`src/logic/pmf_pkg.sv`:
```
// Shared sizes, source map, mode codes and pin bundles of the macrocell fabric
package pmf_pkg;

    // ****************************************************************
    // Fabric sizes
    // ****************************************************************
    localparam int NBLK      = 4;       // Logic blocks
    localparam int NMC       = 16;      // Macrocells per block
    localparam int NIN       = 36;      // Routing matrix signals per block
    localparam int NLIT      = 2 * NIN; // True and complement literals
    localparam int NPT       = 86;      // Product terms per block
    localparam int MAXPT     = 16;      // Most terms on one sum
    localparam int NMCALL    = NBLK * NMC;
    localparam int NIO       = NMCALL / 2; // One pin per macrocell pair
    localparam int NIOBLK    = NMC / 2;
    localparam int NDED      = 5;       // Dedicated inputs
    localparam int NGCLK     = 2;       // Global clocks
    localparam int GCLK_BASE = 3;       // First clock-capable dedicated input

    // ****************************************************************
    // Field widths and routing source map
    // ****************************************************************
    localparam int SRC_W   = 7;
    localparam int PT_W    = 7;
    localparam int CNT_W   = 5;
    localparam int SRC_IO  = 0;
    localparam int SRC_DED = SRC_IO + NIO;
    localparam int SRC_MC  = SRC_DED + NDED;
    localparam int NSRC    = SRC_MC + NMCALL;
    localparam int SRC_PAD = (2 ** SRC_W) - NSRC;

    // ****************************************************************
    // Storage and input-register mode codes
    // ****************************************************************
    localparam logic [1:0] STORE_COMB  = 2'h0;
    localparam logic [1:0] STORE_DFF   = 2'h1;
    localparam logic [1:0] STORE_TFF   = 2'h2;
    localparam logic [1:0] STORE_LATCH = 2'h3;
    localparam logic [1:0] INREG_NONE  = 2'h0;
    localparam logic [1:0] INREG_DFF   = 2'h1;
    localparam logic [1:0] INREG_LATCH = 2'h2;

    // ****************************************************************
    // Pin bundles
    // ****************************************************************
    typedef struct packed {
        logic [NIO-1:0] level;  // Level an outside driver puts on the pin
        logic [NIO-1:0] driven; // Outside driver active
    } pmf_io_in_t;

    typedef struct packed {
        logic [NDED-1:0] level;
        logic [NDED-1:0] driven;
    } pmf_ded_in_t;

    typedef struct packed {
        logic [NIO-1:0] level;  // Level the fabric drives
        logic [NIO-1:0] oe_n;   // Low while the fabric drives the pin
    } pmf_io_out_t;

endpackage : pmf_pkg

```
`src/logic/pmf_fabric.sv`:
```
// Programmable macrocell fabric: routing matrix, term arrays, allocators, macrocells, pins
`timescale 1ns/1ns

module pmf_fabric #(
    parameter logic [pmf_pkg::NBLK*pmf_pkg::NIN*pmf_pkg::SRC_W-1:0]            ROUTE_SEL = '0,
    parameter logic [pmf_pkg::NBLK*pmf_pkg::NPT*pmf_pkg::NLIT-1:0]             AND_MASK  = '0,
    parameter logic [pmf_pkg::NMCALL*pmf_pkg::MAXPT*pmf_pkg::PT_W-1:0]         PT_SEL    = '0,
    parameter logic [pmf_pkg::NMCALL*pmf_pkg::CNT_W-1:0]                       PT_CNT    = '0,
    parameter logic [pmf_pkg::NMCALL*2-1:0]                                    STORE     = '0,
    parameter logic [pmf_pkg::NMCALL-1:0]                                      INVERT    = '0,
    parameter logic [pmf_pkg::NMCALL-1:0]                                      CLK_SEL   = '0,
    parameter logic [pmf_pkg::NMCALL*2-1:0]                                    INREG     = '0,
    parameter logic [pmf_pkg::NIO-1:0]                                         OUT_EN    = '0
) (
    input  wire logic                 clock,
    input  wire logic                 nrst,
    input  wire pmf_pkg::pmf_io_in_t  ioPad,
    input  wire pmf_pkg::pmf_ded_in_t dedPad,
    output pmf_pkg::pmf_io_out_t      ioDrive,
    output logic [pmf_pkg::NIO-1:0]   ioLevel,
    output logic [pmf_pkg::NDED-1:0]  dedLevel,
    output logic [pmf_pkg::NMCALL-1:0] mcOut
);

    // ****************************************************************
    // Declarations
    // ****************************************************************
    logic [pmf_pkg::NIO-1:0]          ioHold;
    logic [pmf_pkg::NIO-1:0]          next_ioHold;
    logic [pmf_pkg::NDED-1:0]         dedHold;
    logic [pmf_pkg::NDED-1:0]         next_dedHold;
    logic [pmf_pkg::NGCLK-1:0]        gclkLvl;
    logic [pmf_pkg::NGCLK-1:0]        gclkPrev;
    logic [pmf_pkg::NGCLK-1:0]        gclkRise;
    logic [(2**pmf_pkg::SRC_W)-1:0]   src;
    logic [pmf_pkg::NIN-1:0]          blkIn  [pmf_pkg::NBLK];
    logic [pmf_pkg::NPT-1:0]          blkPt  [pmf_pkg::NBLK];
    logic [pmf_pkg::NMCALL-1:0]       sumOut;

    // OR of the first cnt selected terms; a term may be picked by many sums
    function automatic logic sum_terms(
        input logic [pmf_pkg::NPT-1:0]                 pts,
        input logic [pmf_pkg::MAXPT*pmf_pkg::PT_W-1:0] sel,
        input logic [pmf_pkg::CNT_W-1:0]               cnt
    );
        logic                    acc;
        logic [pmf_pkg::PT_W-1:0] idx;
        acc = 1'b0;
        idx = '0;
        for (int k = 0; k < pmf_pkg::MAXPT; k++) begin
            idx = sel[k*pmf_pkg::PT_W +: pmf_pkg::PT_W];
            if ((k < int'(cnt)) && (int'(idx) < pmf_pkg::NPT)) begin
                acc = acc | pts[idx];
            end
        end
        return acc;
    endfunction : sum_terms

    // ****************************************************************
    // Pins with bus hold
    // ****************************************************************
    // Undriven pins keep the last level; a pin the fabric drives is seen one edge later
    assign next_ioHold = (~ioDrive.oe_n & ioDrive.level)
                       | (ioDrive.oe_n & ioPad.driven & ioPad.level)
                       | (ioDrive.oe_n & ~ioPad.driven & ioHold);
    assign ioLevel     = (ioPad.driven & ioPad.level) | (~ioPad.driven & ioHold);
    assign next_dedHold = (dedPad.driven & dedPad.level) | (~dedPad.driven & dedHold);
    assign dedLevel     = next_dedHold;

    // Hold latches
    always_ff @(posedge clock or negedge nrst) begin
        if (!nrst) begin
            ioHold  <= '0;
            dedHold <= '0;
        end else begin
            ioHold  <= next_ioHold;
            dedHold <= next_dedHold;
        end
    end

    // ****************************************************************
    // Global clocks from the clock-capable inputs
    // ****************************************************************
    assign gclkLvl  = dedLevel[pmf_pkg::GCLK_BASE +: pmf_pkg::NGCLK];
    assign gclkRise = gclkLvl & ~gclkPrev;

    // Edge detection of the global clocks
    always_ff @(posedge clock or negedge nrst) begin
        if (!nrst) begin
            gclkPrev <= '0;
        end else begin
            gclkPrev <= gclkLvl;
        end
    end

    // ****************************************************************
    // Global routing matrix and product-term arrays
    // ****************************************************************
    // One flat source list, every entry reached through the same mux
    assign src = {{pmf_pkg::SRC_PAD{1'b0}}, mcOut, dedLevel, ioLevel};

    for (genvar b = 0; b < pmf_pkg::NBLK; b++) begin : g_blk
        logic [pmf_pkg::NLIT-1:0] lits;

        // Block inputs picked from the routing matrix
        for (genvar j = 0; j < pmf_pkg::NIN; j++) begin : g_in
            wire logic [pmf_pkg::SRC_W-1:0] sel =
                ROUTE_SEL[(b*pmf_pkg::NIN+j)*pmf_pkg::SRC_W +: pmf_pkg::SRC_W];
            assign blkIn[b][j] = src[sel];
        end

        // True and complement literals
        assign lits = {~blkIn[b], blkIn[b]};

        // AND of the literals whose mask bit is set
        for (genvar t = 0; t < pmf_pkg::NPT; t++) begin : g_pt
            wire logic [pmf_pkg::NLIT-1:0] mask =
                AND_MASK[(b*pmf_pkg::NPT+t)*pmf_pkg::NLIT +: pmf_pkg::NLIT];
            assign blkPt[b][t] = &(lits | ~mask);
        end
    end

    // ****************************************************************
    // Macrocells
    // ****************************************************************
    for (genvar m = 0; m < pmf_pkg::NMCALL; m++) begin : g_mc
        localparam int  BLK    = m / pmf_pkg::NMC;
        localparam int  PIN    = m / 2;
        localparam bit  BURIED = (m % 2) == 1;
        localparam logic [1:0] IR = BURIED ? INREG[m*2 +: 2] : pmf_pkg::INREG_NONE;
        localparam logic [1:0] MD =
            (IR == pmf_pkg::INREG_DFF)   ? pmf_pkg::STORE_DFF :
            (IR == pmf_pkg::INREG_LATCH) ? pmf_pkg::STORE_LATCH :
                                           STORE[m*2 +: 2];
        logic q;
        wire logic d;
        wire logic rise;
        wire logic open;
        wire logic core;

        // Sum of allocated terms of the own block
        assign sumOut[m] = sum_terms(blkPt[BLK],
            PT_SEL[m*pmf_pkg::MAXPT*pmf_pkg::PT_W +: pmf_pkg::MAXPT*pmf_pkg::PT_W],
            PT_CNT[m*pmf_pkg::CNT_W +: pmf_pkg::CNT_W]);
        // Input register takes the neighbour pin instead of the sum
        assign d    = (IR != pmf_pkg::INREG_NONE) ? ioLevel[PIN] : sumOut[m];
        assign rise = gclkRise[CLK_SEL[m]];
        assign open = gclkLvl[CLK_SEL[m]];

        // Storage element
        always_ff @(posedge clock or negedge nrst) begin
            if (!nrst) begin
                q <= 1'b0;
            end else if ((MD == pmf_pkg::STORE_DFF) && rise) begin
                q <= d;
            end else if ((MD == pmf_pkg::STORE_TFF) && rise) begin
                q <= q ^ d;
            end else if ((MD == pmf_pkg::STORE_LATCH) && open) begin
                q <= d;
            end
        end

        // Bypass or transparent latch pass d, then polarity
        assign core = ((MD == pmf_pkg::STORE_COMB) ||
                       ((MD == pmf_pkg::STORE_LATCH) && open)) ? d : q;
        assign mcOut[m] = core ^ INVERT[m];
    end

    // ****************************************************************
    // Pin drivers from the I/O macrocells
    // ****************************************************************
    for (genvar p = 0; p < pmf_pkg::NIO; p++) begin : g_pin
        assign ioDrive.level[p] = mcOut[2*p];
        assign ioDrive.oe_n[p]  = ~OUT_EN[p];
    end

endmodule : pmf_fabric

```
`config.mk`:
```
export PLATFORM = sky130hd
export DESIGN_NAME = pmf_fabric
export DESIGN_NICKNAME = d
export VERILOG_FILES = /design/src/logic/pmf_pkg.sv /design/src/logic/pmf_fabric.sv
export SDC_FILE = /design/constraint.sdc
export NUM_CORES = 1
export LEC_CHECK = 0
export CORE_AREA = 2 2 92 94
export DETAILED_ROUTE_END_ITERATION = 6
export DIE_AREA = 0 0 94 96
export DONT_BUFFER_PORTS = 1
export SYNTH_ARGS = -nofsm -noshare
export SYNTH_HDL_FRONTEND = slang
export SYNTH_SLANG_ARGS = --single-unit
export TNS_END_PERCENT = 5
```
`constraint.sdc`:
```
create_clock -name clock -period 1.4 [get_ports clock]
set_input_delay 0.35 -clock clock [delete_from_list [all_inputs] [get_ports clock]]
set_output_delay 0.35 -clock clock [all_outputs]
set_load 0.005 [all_outputs]
```
==> metrics.md <==
| Metric | Value |
|---|---|
| Bufs and invs on worst path | 0 |
| Area contributors post-synth | buf_4, dfrtp_1, mux2_4 |
| CP max-delay cell | dfrtp_1 |
| Final period utilization | 0.933 |
| Die Y | 96 um |
| RSZ-0062 raised after global routing | false |
| Cells along the critical path | mux2_4 |
| Number of DRC markers in iteration 0 | 23 |
| Ant diodes | 0 |
| DRC | 0 |
| Post-synthesis cell type count | 4 |
| Max Cap Viol | 0 |
| Startpoint types | register |
| Clock Tree Buf Depth | 2 |
| Worst min-delay path category | input pin to register |
| Share of the synthesized area in the top cell type | 0.392 |
| Final Routed Wirelength | around 3700 um |
| Setup TNS | 0 ps |
| Max incr delay on CP | 380 ps |
| Clock slew at the register clock pins of the worst setup and hold paths | 80 ps |
| Final hold vios | 0 |
| Worst setup path start | dedHold[3]$_DFF_PN0_ |
| Post-Syn Instances | 204 |
| Cell taking the most area after synthesis | buf_4 |
| Stages on the worst setup path | 1 |
| H-Tree Depth | 2 |
| Pleak | between 0.001 and 0.0015 uW |
| Die W | 94 um |
| Vias in the first global route | 861 |
| Antenna violations before repair | 0 |
| Clock latency on the worst-skew pair | 280 ps |
| Synth warn | 0 |
| Largest net degree at the start of global routing | 38 |
| Post-synth EDFFs | 0 |
| FP Rows | 33 |
| Ratio of cells with drive above 1 in the final layout | 0.217 |
| Dpl hpwl | 2920 um |
| R2r setup slk | 610 ps |
| WP data arrival | 960 ps |
| Top Ports | 241 |
| Setup-failing EPs final | 0 |
| Worst reg2reg endpoint | dedHold[3]$_DFF_PN0_ |
| Total track usage | 0.0709 |
| Root buffer cell | clkbuf_8 |
| Avg Inst Size Synth | about 12 um2 |
| Area Growth Syn to Fin | -9.81% |
| Register area share after synthesis | 0.378 |
| # nets final | between 200 and 300 |
| Gr ovfl total | 0 |
| CP endpoint | dedLevel[3] |
| WP data required | about 1100 ps |
| CTS Buf Count | 5 |
| FF+latch count, synth | 37 |
| Achievable frequency | 766 MHz |
| Slew Viols, Final | 0 |
| Resized cells post-CTS | 0 |
| Vias per cell | 3.14 |
| Drt first pass iters | 3 |
| VDD IR-drop max | 0.000309 V |
| Kind of cell adding the most delay to the critical path | flip-flops |
| Clk sink count | 37 |
| Starting Density | 0.304 |
| Cell area after synthesis | 2450 um2 |
| Top post-synthesis cells by count | buf_4, dfrtp_1, mux2_4, conb_1 |
| Post-layout min period | 1310 ps |
| Layout Skew | 0 ps |
| Detail Route Antenna Nets | 0 |
| CP endpoint kind | output port |
| Pwr/cell area | 1040 nW/um2 |
| Die area | 9020 um2 |
| Drt wl/cell | 11.6 um |
| Core ar. | 8050 um2 |
| Vias | 996 |
| Async SR Flop Fraction | 1.00 |
| CTS tree | built |
| Critical Path Fanout Max | 2 |
| First-pass GRT wire length | 4680 um |
| Worst r2r path cells | 1 |
| Port bufs | 0 |
| Ys flop type | dfrtp_1 |
| Status | finished clean |
| Power Total | 2310 uW |
| Top-count cell post-synth | buf_4 |
| Gpl congestion | 0.667 |
| Crit Path Class | register to output port |
| R2R Path Start | dedHold[3]$_DFF_PN0_ |
==> layout by cell type, fill, tap and decap left out, drive strengths merged <==
cell type	instances
clkinvlp	1
buf	1
mux2	37
dlygate4sd3	1
clkbuf	5
dfrtp	37
clkinv	2
conb	128
==> registers in the layout, indices dropped and copies added (netlist names) <==
signal and cells:
ioHold 32, dedHold 5
==> area by class of cell <==
| cell class | instances | area (um2) |
|---|---|---|
| clock inverters | 3 | 17.5 |
| clock buffers | 5 | 68.8 |
| multi-input cells | 165 | 1040 |
| flip-flops and latches | 37 | 926 |
| repair buffers | 2 | 30.0 |
| well taps | 105 | 131 |
| fillers | 824 | 5840 |
==> cell families (layout without fill, tap and decap cells) <==
| family | after synthesis | in the layout | synth area share |
|---|---|---|---|
| other | 2 | 128 | 0.00307 |
| DFF | 37 | 37 | 0.378 |
| buffers and inverters | 128 | 10 | 0.392 |
| muxes | 37 | 37 | 0.227 |
==> layer usage <==
| layer | wire length (um) | up-vias | GRT usage | part of all wire |
|---|---|---|---|---|
| met5 | 0 | - | 0 | 0 |
| met4 | 60 | 0 | 0.0399 | 0.016 |
| met3 | 424 | 4 | 0.0227 | 0.12 |
| met2 | 2010 | 118 | 0.121 | 0.55 |
| met1 | 1190 | 469 | 0.0779 | 0.32 |
| li1 | - | 405 | - | - |
==> worst min-delay path by stage <==
stage / slack (ps) / start / depth (start not counted) / endpoint
global route: 210 / ioPad[63] / 1 / ioHold[31]$_DFF_PN0_
finish: 230 / ioPad[46] / 1 / ioHold[14]$_DFF_PN0_
CTS: 210 / dedPad[9] / 1 / dedHold[4]$_DFF_PN0_
global placement: 60 / nrst / 0 / ioHold[27]$_DFF_PN0_
detailed placement: 60 / nrst / 0 / dedHold[3]$_DFF_PN0_
floorplan: 50 / nrst / 0 / dedHold[0]$_DFF_PN0_
==> power breakdown <==
group	switching (uW)	total (uW)	internal [uW]
sequential	34.8	1210	1170
clock	392	736	344
combinational	192	363	171
total	619	2310	1690
==> stage by stage <==
stage / setup WS (ps) / cell area [um2] / util / hold slack [ps] / std cells
2_1_floorplan: 415 / 2920 / - / 54.4 / 330
3_3_place_gp: 402 / 2090 / 0.260 / 55.1 / 307
3_5_place_dp: 400 / 2090 / 0.260 / 55.0 / 307
4_1_cts: 78.9 / 2210 / 0.274 / 214 / 317
5_1_grt: 55.6 / 2210 / 0.274 / 208 / 317
6_report: 94.3 / 2210 / 0.274 / 230 / 317
==> what timing repair did <==
item	CTS	global route
hold buffers	2	0
hold endpoints to repair	37	0
setup buffers	0	0
No activity file was read; power rests on OpenSTA's default activity.
